===== config.mk =====
export PLATFORM = sky130hd
export DESIGN_NAME = phm_phase_measure_unit
export DESIGN_NICKNAME = d
export VERILOG_FILES = /design/src/core/phm_pkg.sv /design/src/core/phm_phase_measure_unit.sv /design/src/core/phm_cordic.sv
export SDC_FILE = /design/constraint.sdc
export NUM_CORES = 2
export LEC_CHECK = 0
export ABC_CLOCK_PERIOD_IN_PS = 50600
export BUFFER_PORTS_ARGS = -buffer_cell sky130_fd_sc_hd__buf_4
export CORE_UTILIZATION = 61
export CTS_BUF_LIST = sky130_fd_sc_hd__clkbuf_8
export DETAILED_ROUTE_END_ITERATION = 16
export PLACE_DENSITY = 0.86
export SETUP_SLACK_MARGIN = 0.5
export SLEW_MARGIN = 20
export SYNTH_ARGS = -nofsm -noshare
export SYNTH_HDL_FRONTEND = slang
export SYNTH_SLANG_ARGS = --single-unit

===== constraint.sdc =====
create_clock -name ref_clk -period 50.6 [get_ports ref_clk]
set_input_delay 5.06 -clock ref_clk [delete_from_list [all_inputs] [get_ports ref_clk]]
set_output_delay 5.06 -clock ref_clk [all_outputs]
set_load 0.02 [all_outputs]

===== src/core/phm_pkg.sv =====
package phm_pkg;
	// clock and measurement timing
	localparam int CLK_PERIOD_NS  = 10;
	localparam int SUB_PERIOD_NS  = 1000;
	localparam int MEAS_PERIOD_US = 8;
	localparam int TICK_CYCLES    = (SUB_PERIOD_NS + CLK_PERIOD_NS - 1) / CLK_PERIOD_NS;
	localparam int SUB_STEPS      = MEAS_PERIOD_US * 1000 / SUB_PERIOD_NS;
	localparam int PRE_W          = $clog2(TICK_CYCLES);
	localparam logic [PRE_W-1:0] TICK_LAST = PRE_W'(TICK_CYCLES - 1);
	localparam logic [2:0] SUB_LAST       = 3'(SUB_STEPS - 1);
	// register offsets
	localparam int ADDR_W = 3;
	localparam logic [ADDR_W-1:0] OFS_CONTROL = 3'h0;
	localparam logic [ADDR_W-1:0] OFS_PHASE   = 3'h1;
	localparam logic [ADDR_W-1:0] OFS_QUALITY = 3'h2;
	localparam logic [ADDR_W-1:0] OFS_REAL    = 3'h3;
	localparam logic [ADDR_W-1:0] OFS_IMAG    = 3'h4;
	// control field positions, reset values
	localparam int BIT_EN       = 0;
	localparam int BIT_IQ_MEAN  = 1;
	localparam int SYNC_LSB     = 2;
	localparam int BIT_FREQ_ERR = 5;
	localparam int BIT_IQ_SEL   = 6;
	localparam int BIT_CF_ALIGN = 7;
	localparam logic [7:0] CONTROL_RESET = 8'h1e;
	localparam logic [7:0] CONTROL_WMASK = 8'he3;
	localparam logic [7:0] RESULT_RESET  = 8'h00;
	localparam logic [7:0] QF_BEST       = 8'hff;
	// arithmetic
	localparam int NORM_SCALE  = 63;
	localparam int FRAC        = 4;
	localparam int NORM_START  = 612;
	localparam int ANGLE_W     = 12;
	localparam int CORDIC_ITER = 10;
	localparam logic [ANGLE_W-1:0] HALF_TURN = 12'h800;
	// result calculation sequence
	typedef enum logic [1:0] {
		CALC_IDLE,
		CALC_VEC,
		CALC_ROT
	} phm_calc_t;
endpackage


===== src/core/phm_phase_measure_unit.sv =====
`timescale 1ns/1ns
// How it works
// - enable bit runs repeated 8 us measurements
// - 1 MHz counter 0..7 readable in control
// - all results update at 7 to 0 wrap
// - all results come from one period
// - last sample or period mean, mean default
// - phase is rounded angle, 256 steps per turn
// - unit phasor times 63, or rounded raw parts
// - quality is inverse phase deviation, 255 best
// - signed frequency offset, needs 1 MHz rate
// - center frequency changes optionally wait for boundary
// - real and imaginary results are signed
module phm_phase_measure_unit #(
	parameter int IQ_W    = 12,
	parameter int CNT_W   = 10,
	parameter int QF_GAIN = 4
) (
	// clock and reset
	input  wire logic                          ref_clk,
	input  wire logic                          rst,
	// receiver digital frontend samples
	input  wire logic                          iq_valid,
	input  wire logic signed [IQ_W-1:0]        i_data,
	input  wire logic signed [IQ_W-1:0]        q_data,
	// register access port
	input  wire logic [phm_pkg::ADDR_W-1:0]    reg_addr,
	input  wire logic                          reg_wr,
	input  wire logic [7:0]                    reg_wdata,
	output logic [7:0]                         reg_rdata,
	// channel center frequency change
	input  wire logic                          cf_change_req,
	output logic                               cf_change_apply
);
	import phm_pkg::*;
	localparam int SW = IQ_W + CNT_W;
	localparam int DW = 8 + CNT_W;
	localparam int CW = IQ_W + FRAC + 1;
	localparam logic signed [CW-1:0] NSTART = CW'(NORM_START);

	logic [7:0]             ctrl_q, ctrl_d, rdata_q, rdata_d;
	logic                   cf_pend_q, cf_pend_d, cf_apply_q, cf_apply_d;
	logic [PRE_W-1:0]       pre_q, pre_d;
	logic [2:0]             sub_q, sub_d;
	logic                   run_q, run_d, en, live, wrap, clr;
	logic signed [SW-1:0]   sum_i_q, sum_i_d, sum_q_q, sum_q_d;
	logic [CNT_W-1:0]       ns_q, ns_d, nd_q, nd_d, ndd_q, ndd_d;
	logic signed [IQ_W-1:0] last_i_q, last_i_d, last_q_q, last_q_d;
	logic signed [IQ_W-1:0] mean_i, mean_q, xs_q, xs_d, ys_q, ys_d;
	logic [7:0]             prev_a_q, prev_a_d, a8, absdd;
	logic signed [7:0]      prev_d_q, prev_d_d, dph, dd;
	logic                   have1_q, have1_d, have2_q, have2_d;
	logic signed [DW-1:0]   sd_q, sd_d;
	logic [DW-1:0]          sa_q, sa_d;
	logic signed [DW:0]     fq;
	logic [DW+3:0]          dev;
	logic [7:0]             freq8, qual8, raw_i8, raw_q8;
	logic                   trk_busy, trk_done, trk_start;
	logic [ANGLE_W-1:0]     trk_z, c_z;
	logic                   c_start, c_rot, c_done;
	logic signed [CW-1:0]   c_x, c_y, c_xin, c_yin;
	phm_calc_t              calc_q, calc_d;
	logic                   sel_q, sel_d;
	logic [7:0]             ph_p_q, ph_p_d, qf_p_q, qf_p_d, re_p_q, re_p_d, im_p_q, im_p_d;
	logic [7:0]             ph_q, ph_d, qf_q, qf_d, re_q, re_d, im_q, im_d;

	// angle to 256 steps per turn, rounded
	function automatic logic [7:0] rnd_ang(input logic [ANGLE_W-1:0] z);
		logic [ANGLE_W-1:0] t;
		t = z + ANGLE_W'(1 << (ANGLE_W - 9));
		return t[ANGLE_W-1:ANGLE_W-8];
	endfunction

	// signed sample rounded to 8 bits, saturated
	function automatic logic [7:0] round8(input logic signed [IQ_W-1:0] v);
		logic signed [IQ_W:0] t;
		t = {v[IQ_W-1], v} + (IQ_W+1)'(1 << (IQ_W - 9));
		t = t >>> (IQ_W - 8);
		return (t > 127) ? 8'h7f : t[7:0];
	endfunction

	// rotated phasor back to integer, clamped to the scale
	function automatic logic [7:0] norm8(input logic signed [CW-1:0] v);
		logic signed [CW-1:0] t;
		t = (v + CW'(1 << (FRAC - 1))) >>> FRAC;
		if (t > NORM_SCALE)
			return 8'(NORM_SCALE);
		if (t < -NORM_SCALE)
			return 8'(-NORM_SCALE);
		return t[7:0];
	endfunction

	assign en = ctrl_q[BIT_EN];
	assign live = en & run_q;
	assign wrap = live && pre_q == TICK_LAST && sub_q == SUB_LAST;
	assign clr = wrap | ~live;

	// control register, read mux, center frequency alignment
	always_comb begin
		ctrl_d = ctrl_q;
		if (reg_wr && reg_addr == OFS_CONTROL)
			ctrl_d = (reg_wdata & CONTROL_WMASK) | (ctrl_q & ~CONTROL_WMASK);
		unique case (reg_addr)
			OFS_CONTROL: rdata_d = {ctrl_q[7:5], sub_q, ctrl_q[1:0]};
			OFS_PHASE:   rdata_d = ph_q;
			OFS_QUALITY: rdata_d = qf_q;
			OFS_REAL:    rdata_d = re_q;
			OFS_IMAG:    rdata_d = im_q;
			default:     rdata_d = 8'h00;
		endcase
		cf_pend_d = cf_pend_q | cf_change_req;
		cf_apply_d = cf_pend_d && (!ctrl_q[BIT_CF_ALIGN] || !en || wrap);
		if (cf_apply_d)
			cf_pend_d = 1'b0;
	end

	always_ff @(posedge ref_clk or posedge rst) begin
		if (rst) begin
			ctrl_q <= CONTROL_RESET;
			rdata_q <= 8'h00;
			cf_pend_q <= 1'b0;
			cf_apply_q <= 1'b0;
		end else begin
			ctrl_q <= ctrl_d;
			rdata_q <= rdata_d;
			cf_pend_q <= cf_pend_d;
			cf_apply_q <= cf_apply_d;
		end
	end

	assign reg_rdata = rdata_q;
	assign cf_change_apply = cf_apply_q;

	// 1 MHz prescaler and sub-period counter
	always_comb begin
		pre_d = pre_q + 1'b1;
		sub_d = sub_q;
		run_d = run_q;
		if (!en) begin
			pre_d = '0;
			sub_d = SUB_LAST;
			run_d = 1'b0;
		end else if (!run_q) begin
			pre_d = '0;
			sub_d = 3'h0;
			run_d = 1'b1;
		end else if (pre_q == TICK_LAST) begin
			pre_d = '0;
			sub_d = sub_q + 3'h1;
		end
	end

	always_ff @(posedge ref_clk or posedge rst) begin
		if (rst) begin
			pre_q <= '0;
			sub_q <= SUB_LAST;
			run_q <= 1'b0;
		end else begin
			pre_q <= pre_d;
			sub_q <= sub_d;
			run_q <= run_d;
		end
	end

	// per-sample phase tracker for drift and deviation
	phm_cordic #(.W(CW)) u_track (
		.ref_clk (ref_clk),
		.rst     (rst),
		.start   (trk_start),
		.rotate  (1'b0),
		.x_in    ({i_data[IQ_W-1], i_data, 4'h0}),
		.y_in    ({q_data[IQ_W-1], q_data, 4'h0}),
		.z_in    ('0),
		.busy    (trk_busy),
		.done    (trk_done),
		.x_out   (),
		.y_out   (),
		.z_out   (trk_z)
	);
	assign trk_start = live & iq_valid & ~trk_busy;

	// period accumulators; a sample in the wrap cycle opens the next period
	always_comb begin
		sum_i_d = clr ? '0 : sum_i_q;
		sum_q_d = clr ? '0 : sum_q_q;
		ns_d = clr ? '0 : ns_q;
		sd_d = clr ? '0 : sd_q;
		nd_d = clr ? '0 : nd_q;
		sa_d = clr ? '0 : sa_q;
		ndd_d = clr ? '0 : ndd_q;
		last_i_d = last_i_q;
		last_q_d = last_q_q;
		prev_a_d = prev_a_q;
		prev_d_d = prev_d_q;
		have1_d = have1_q & en;
		have2_d = have2_q & en;
		a8 = rnd_ang(trk_z);
		dph = a8 - prev_a_q;
		dd = dph - prev_d_q;
		absdd = dd[7] ? 8'(-dd) : dd;
		if (live && iq_valid) begin
			sum_i_d = sum_i_d + SW'(i_data);
			sum_q_d = sum_q_d + SW'(q_data);
			if (ns_d != '1)
				ns_d = ns_d + 1'b1;
			last_i_d = i_data;
			last_q_d = q_data;
		end
		if (trk_done && live) begin
			if (have1_q) begin
				sd_d = sd_d + DW'(dph);
				nd_d = nd_d + 1'b1;
				prev_d_d = dph;
				have2_d = 1'b1;
				if (have2_q) begin
					sa_d = sa_d + DW'(absdd);
					ndd_d = ndd_d + 1'b1;
				end
			end
			prev_a_d = a8;
			have1_d = 1'b1;
		end
	end

	always_ff @(posedge ref_clk or posedge rst) begin
		if (rst) begin
			sum_i_q <= '0;
			sum_q_q <= '0;
			ns_q <= '0;
			sd_q <= '0;
			nd_q <= '0;
			sa_q <= '0;
			ndd_q <= '0;
			last_i_q <= '0;
			last_q_q <= '0;
			prev_a_q <= 8'h00;
			prev_d_q <= 8'h00;
			have1_q <= 1'b0;
			have2_q <= 1'b0;
		end else begin
			sum_i_q <= sum_i_d;
			sum_q_q <= sum_q_d;
			ns_q <= ns_d;
			sd_q <= sd_d;
			nd_q <= nd_d;
			sa_q <= sa_d;
			ndd_q <= ndd_d;
			last_i_q <= last_i_d;
			last_q_q <= last_q_d;
			prev_a_q <= prev_a_d;
			prev_d_q <= prev_d_d;
			have1_q <= have1_d;
			have2_q <= have2_d;
		end
	end

	// period figures from the accumulators
	always_comb begin
		mean_i = (ns_q == '0) ? last_i_q : IQ_W'(sum_i_q / $signed({1'b0, ns_q}));
		mean_q = (ns_q == '0) ? last_q_q : IQ_W'(sum_q_q / $signed({1'b0, ns_q}));
		fq = (nd_q == '0) ? (DW+1)'(0) : $signed({sd_q, 1'b0}) / $signed({1'b0, nd_q});
		freq8 = (fq > 127) ? 8'h7f : (fq < -128) ? 8'h80 : fq[7:0];
		dev = (ndd_q == '0) ? '0 : ((DW+4)'(sa_q) * (DW+4)'(QF_GAIN)) / (DW+4)'(ndd_q);
		qual8 = (dev >= (DW+4)'(QF_BEST)) ? 8'h00 : QF_BEST - dev[7:0];
		if (ndd_q == '0)
			qual8 = 8'h00;
		raw_i8 = round8(xs_q);
		raw_q8 = round8(ys_q);
	end

	// shared vectoring and rotation engine
	phm_cordic #(.W(CW)) u_calc (
		.ref_clk (ref_clk),
		.rst     (rst),
		.start   (c_start),
		.rotate  (c_rot),
		.x_in    (c_xin),
		.y_in    (c_yin),
		.z_in    ({ph_p_d, 4'h0}),
		.busy    (),
		.done    (c_done),
		.x_out   (c_x),
		.y_out   (c_y),
		.z_out   (c_z)
	);
	assign c_xin = c_rot ? NSTART : {xs_d[IQ_W-1], xs_d, 4'h0};
	assign c_yin = c_rot ? '0 : {ys_d[IQ_W-1], ys_d, 4'h0};

	// snapshot at wrap, then phase, then components
	always_comb begin
		calc_d = calc_q;
		xs_d = xs_q;
		ys_d = ys_q;
		sel_d = sel_q;
		ph_p_d = ph_p_q;
		qf_p_d = qf_p_q;
		re_p_d = re_p_q;
		im_p_d = im_p_q;
		c_start = 1'b0;
		c_rot = 1'b0;
		if (wrap) begin
			xs_d = ctrl_q[BIT_IQ_MEAN] ? mean_i : last_i_q;
			ys_d = ctrl_q[BIT_IQ_MEAN] ? mean_q : last_q_q;
			sel_d = ctrl_q[BIT_IQ_SEL];
			qf_p_d = ctrl_q[BIT_FREQ_ERR] ? freq8 : qual8;
			c_start = 1'b1;
			calc_d = CALC_VEC;
		end else begin
			unique case (calc_q)
				CALC_IDLE: ;
				CALC_VEC: if (c_done) begin
					ph_p_d = rnd_ang(c_z);
					if (sel_q) begin
						re_p_d = raw_i8;
						im_p_d = raw_q8;
						calc_d = CALC_IDLE;
					end else begin
						c_start = 1'b1;
						c_rot = 1'b1;
						calc_d = CALC_ROT;
					end
				end
				CALC_ROT: if (c_done) begin
					re_p_d = norm8(c_x);
					im_p_d = norm8(c_y);
					calc_d = CALC_IDLE;
				end
			endcase
		end
	end

	always_ff @(posedge ref_clk or posedge rst) begin
		if (rst) begin
			calc_q <= CALC_IDLE;
			xs_q <= '0;
			ys_q <= '0;
			sel_q <= 1'b0;
			ph_p_q <= RESULT_RESET;
			qf_p_q <= RESULT_RESET;
			re_p_q <= RESULT_RESET;
			im_p_q <= RESULT_RESET;
		end else begin
			calc_q <= calc_d;
			xs_q <= xs_d;
			ys_q <= ys_d;
			sel_q <= sel_d;
			ph_p_q <= ph_p_d;
			qf_p_q <= qf_p_d;
			re_p_q <= re_p_d;
			im_p_q <= im_p_d;
		end
	end

	// published results, all at once on the wrap
	always_comb begin
		ph_d = wrap ? ph_p_q : ph_q;
		qf_d = wrap ? qf_p_q : qf_q;
		re_d = wrap ? re_p_q : re_q;
		im_d = wrap ? im_p_q : im_q;
	end

	always_ff @(posedge ref_clk or posedge rst) begin
		if (rst) begin
			ph_q <= RESULT_RESET;
			qf_q <= RESULT_RESET;
			re_q <= RESULT_RESET;
			im_q <= RESULT_RESET;
		end else begin
			ph_q <= ph_d;
			qf_q <= qf_d;
			re_q <= re_d;
			im_q <= im_d;
		end
	end
endmodule


===== src/core/phm_cordic.sv =====
`timescale 1ns/1ns
module phm_cordic #(
	parameter int W = 17
) (
	// clock and reset
	input  wire logic                          ref_clk,
	input  wire logic                          rst,
	// request
	input  wire logic                          start,
	input  wire logic                          rotate,
	input  wire logic signed [W-1:0]           x_in,
	input  wire logic signed [W-1:0]           y_in,
	input  wire logic [phm_pkg::ANGLE_W-1:0]   z_in,
	// answer
	output logic                               busy,
	output logic                               done,
	output logic signed [W-1:0]                x_out,
	output logic signed [W-1:0]                y_out,
	output logic [phm_pkg::ANGLE_W-1:0]        z_out
);
	import phm_pkg::*;
	localparam int IW   = W + 2;
	localparam int IT_W = $clog2(CORDIC_ITER + 1);
	logic signed [IW-1:0] x_q, x_d, y_q, y_d, xs, ys, xi, yi;
	logic [ANGLE_W-1:0]   z_q, z_d;
	logic [IT_W-1:0]      it_q, it_d;
	logic                 busy_q, busy_d, done_q, done_d, rot_q, rot_d, cw;

	// arctangent of 2^-i, 4096 steps per turn
	function automatic logic [ANGLE_W-1:0] atan_f(input logic [IT_W-1:0] i);
		case (i)
			4'h0: atan_f = 12'h200;
			4'h1: atan_f = 12'h12e;
			4'h2: atan_f = 12'h0a0;
			4'h3: atan_f = 12'h051;
			4'h4: atan_f = 12'h029;
			4'h5: atan_f = 12'h014;
			4'h6: atan_f = 12'h00a;
			4'h7: atan_f = 12'h005;
			4'h8: atan_f = 12'h003;
			4'h9: atan_f = 12'h001;
			default: atan_f = 12'h000;
		endcase
	endfunction

	// one micro-rotation per cycle after an optional half-turn pre-rotation
	always_comb begin
		x_d = x_q;
		y_d = y_q;
		z_d = z_q;
		it_d = it_q;
		busy_d = busy_q;
		rot_d = rot_q;
		done_d = 1'b0;
		xi = {{2{x_in[W-1]}}, x_in};
		yi = {{2{y_in[W-1]}}, y_in};
		xs = x_q >>> it_q;
		ys = y_q >>> it_q;
		cw = rot_q ? z_q[ANGLE_W-1] : ~y_q[IW-1];
		if (start) begin
			busy_d = 1'b1;
			it_d = '0;
			rot_d = rotate;
			if (rotate ? (z_in[ANGLE_W-1] ^ z_in[ANGLE_W-2]) : xi[IW-1]) begin
				x_d = -xi;
				y_d = -yi;
				z_d = rotate ? z_in + HALF_TURN : HALF_TURN;
			end else begin
				x_d = xi;
				y_d = yi;
				z_d = rotate ? z_in : '0;
			end
		end else if (busy_q) begin
			if (cw) begin
				x_d = x_q + ys;
				y_d = y_q - xs;
				z_d = z_q + atan_f(it_q);
			end else begin
				x_d = x_q - ys;
				y_d = y_q + xs;
				z_d = z_q - atan_f(it_q);
			end
			it_d = it_q + 1'b1;
			if (it_q == IT_W'(CORDIC_ITER - 1)) begin
				busy_d = 1'b0;
				done_d = 1'b1;
			end
		end
	end

	// iteration state
	always_ff @(posedge ref_clk or posedge rst) begin
		if (rst) begin
			x_q <= '0;
			y_q <= '0;
			z_q <= '0;
			it_q <= '0;
			busy_q <= 1'b0;
			done_q <= 1'b0;
			rot_q <= 1'b0;
		end else begin
			x_q <= x_d;
			y_q <= y_d;
			z_q <= z_d;
			it_q <= it_d;
			busy_q <= busy_d;
			done_q <= done_d;
			rot_q <= rot_d;
		end
	end

	assign busy = busy_q;
	assign done = done_q;
	assign x_out = x_q[W-1:0];
	assign y_out = y_q[W-1:0];
	assign z_out = z_q;
endmodule


==> flow_metrics.py <==
metrics = {
    "placed_design": {
        "place_hpwl_um": 160000,
        "pre_cts_ws_ns": -1.42,
        "gp_congestion": 0.980,
        "portBuffers": 45,
        "place_area_sq_um": 72900,
    },
    "sta": {
        "setup_ws_ns": -0.362,
        "skew_ns": 0.0573,
        "slew_viol_final": 0,
        "rsz0062_at_grt": "yes",
        "hold_viol_final": 0,
        "fmax_ghz": 0.0196,
        "relSlewSlack_pct": 1.33,
        "finalCritPeriodShare_pct": 101,
        "tightest_slew_ns": 1.47,
        "fin_hold_ws_ns": 0.461,
        "finalSetupViolations": 8,
        "timing.final.crit_period_ns": 50.96,
    },
    "setup_path": {
        "slowest_delay_ns": 0.61,
        "slowest_stage": "or4b_2",
        "cp.required_ns": 51.15,
        "critPathLaunchType": "register",
        "worstSetupPathType": "reg -> reg",
        "cp.arrival_ns": 51.51,
        "crit_top_cell": "o21a_1",
        "crit_path_end_kind": "register",
        "crit_fanout": 18,
    },
    "finish": {
        "drive_gt1_share_pct": 17.6,
        "design_area_sq_um": 79600,
        "nets": 10600,
        "finalCoreUtilization_pct": 70.9,
        "syn2layout_area_growth_pct": 15.2,
        "fillers": 8424,
    },
    "route": {
        "vias": 76000,
        "route.met2.wl_um": 105000,
        "highest_layer": "met5",
        "vias_per_cell": 6.78,
        "dr.pass1.iters": 9,
        "drt-total-wl_um": 227000,
        "wl_met1_um": 87500,
        "drc": 0,
        "wl_per_cell_um": 20.3,
        "met3_length_um": 20000,
        "drtAntennaViolNets": 0,
        "drt_iter0_drc": 7606,
    },
    "global_routing": {
        "grt_pass1_vias": 70000,
        "antenna_found_initial": 5,
        "grt_first_pass_wirelength_um": 342000,
        "grt_usage_pct": 35.0,
        "grt_start_max_net_pins": 152,
        "grt-ovfl-total": 0,
    },
    "run": {
        "drv_cap": 1,
    },
    "clock_tree": {
        "cts.htree.levels": 3,
        "clk_latency_ns": 0.70,
        "clock_path_buffers": 3,
        "cts_buffers": 72,
        "cts_tree": "done",
        "cts_root_buffer": "clkbuf_8",
        "clock_sinks": 382,
        "hold_buffers": 0,
        "clk_pin_slew_ns": 0.06,
    },
    "synth": {
        "synth_warnings": 0,
        "synth_xor_area_share_pct": 7.87,
        "synthDistinctLibCells": 140,
        "syn_area_sq_um": 69100,
        "synth_seq_cells": 382,
        "syn_inst": 9236,
        "synthArstFlopShare_pct": 100,
        "synth_area_per_cell_sq_um": 7.48,
        "synthAdderAreaFrac_pct": 16.4,
        "yosys.area_share.simple_pct": 23.9,
        "synth_top_family_by_area": "compound AO/OA/AOI/OAI gates",
        "synth_compound_area_share_pct": 27.5,
        "ys.flop_type": "dfrtp_1",
        "ys_seq_area_share_pct": 13.8,
        "synth-edff-count": 0,
        "muxShareOfSynthArea_pct": 6.96,
    },
    "floorplan": {
        "core_area_sq_um": 112000,
        "fp.dieH_um": 339,
        "num_io_pins": 49,
        "fp.dieArea_sq_um": 115000,
        "die_x_um": 339,
        "rows": 123,
        "initial_utilization_pct": 61.5,
    },
    "worst_hold_path": {
        "hp-class": "reg -> reg",
    },
    "outcome": {
        "violations": "capacitance limit, setup timing",
        "status": "finished with violations",
    },
}
## state kept, by name (all words and copies together) (netlist names), 10 cells and up
name / count
u_track.x_q: 19
xs_q: 12
ys_q: 12
u_calc.y_q: 19
sd_q: 18
ns_q: 10
sa_q: 18
nd_q: 10
u_track.y_q: 19
u_calc.z_out: 12
last_i_q: 12
u_track.z_out: 12
ndd_q: 10
sum_q_q: 22
u_calc.x_q: 19
last_q_q: 12
sum_i_q: 22
## final cells by class
class / instances / area [sq um] / area share, %
Timing Repair Buffer: 673 / 5210 / 6.54
Clock buffer: 91 / 1250 / 1.57
Inverter: 314 / 1190 / 1.49
Clock inverter: 39 / 323 / 0.405
Sequential cell: 382 / 9570 / 12.0
Tap cell: 1500 / 1880 / 2.36
Antenna cell: 3 / 7.51 / 0.00943
Multi-Input combinational cell: 8202 / 60200 / 75.6
## worst max-delay path, delay by kind of cell (launching register included)
family	cells	cell delay [ns]
AO/OA/AOI/OAI	134	26.16
XOR/XNOR	1	0.38
adder cells (fa/ha/maj)	23	6.89
buffers and inverters	14	2.04
flip-flops	1	0.37
multiplexers	6	1.68
AND/OR/NAND/NOR	78	13.22
## placed cells by master (no fill, tap or decap), types with 91 or more instances in the layout
master    count
mux2i_1     184
clkbuf_8     91
o21a_1      428
nand2_1    1031
inv_1       307
nand4_1      94
nand3_1     170
xnor2_1     411
and3_1       96
a21o_1      230
a21oi_1     494
nand2b_1    101
o21ai_0     482
dfrtp_1     372
nor2b_1      95
nor3_1      490
ha_1        831
buf_4       641
nor2_1      777
o31ai_1     198
mux2_2      185
xor2_1      199
## stage by stage
stage / std cells / setup TNS [ns]
after floorplan: 9237 / 0
after global placement: 10800 / -1.18
after detailed placement: 10800 / -27.91
after CTS: 11000 / 0
after global routing: 11200 / -49.56
final: 11200 / -1.68
## cells in the mapped netlist (180+ instances only)
| master | n | area (sq um) |
|---|---|---|
| nor2_1 | 843 | 3160 |
| o21ai_0 | 533 | 2670 |
| o21a_1 | 437 | 3280 |
| nand2_1 | 1057 | 3970 |
| xor2_1 | 203 | 1780 |
| ha_1 | 884 | 11100 |
| nor3_1 | 508 | 2540 |
| nand3_1 | 180 | 901 |
| mux2i_1 | 196 | 1960 |
| clkbuf_1 | 266 | 998 |
| a21oi_1 | 571 | 2860 |
| xnor2_1 | 418 | 3660 |
| o31ai_1 | 213 | 1600 |
| inv_1 | 308 | 1160 |
| mux2_2 | 198 | 2230 |
| a21o_1 | 232 | 1740 |
| dfrtp_1 | 378 | 9460 |
## repair_timing
item / in CTS / in global routing
cloned: 0 / 1
setup endpoints to repair: 60 / 60
pin swaps: 41 / 305
setup buffers: 43 / 248
resized for setup: 100 / 551
## final timing paths
path                                      startpoint                          to  slack (ns)  depth (start not counted)
worst min-delay path             ph_q[6]$_DFFE_PP0P_         ph_q[6]$_DFFE_PP0P_        0.46                          2
worst max register to register  sum_i_q[8]$_DFF_PP0_  u_calc.x_q[13]$_DFFE_PP0P_       -0.36                        256
max in group asynchronous                        rst        sum_q_q[6]$_DFF_PP0_       43.86                          4
worst max-delay path            sum_i_q[8]$_DFF_PP0_  u_calc.x_q[13]$_DFFE_PP0P_       -0.36                        256
min in group asynchronous                        rst  u_track.x_q[2]$_DFFE_PP0P_        4.48                          2
worst min register to register   ph_q[6]$_DFFE_PP0P_         ph_q[6]$_DFFE_PP0P_        0.46                          2
## cells by family after synthesis
family                     after synthesis
DFF                                    382
xor gates and xnor gates               621
AOI/OAI and AO/OA                     2812
adders and majority gates              898
and+or+nand+nor                       3446
buffers and inverters                  653
other                                    1
muxes                                  423
## layer usage
metal,track usage [%],vias to the layer above
li1,-,35000
met1,42.6,35800
met2,59.5,3988
met3,4.53,1136
met4,19.6,4
met5,0,-
Power is left out: the tool's default activity adds up to more than one toggle a clock period on the data nets, which glitch-free logic cannot reach.
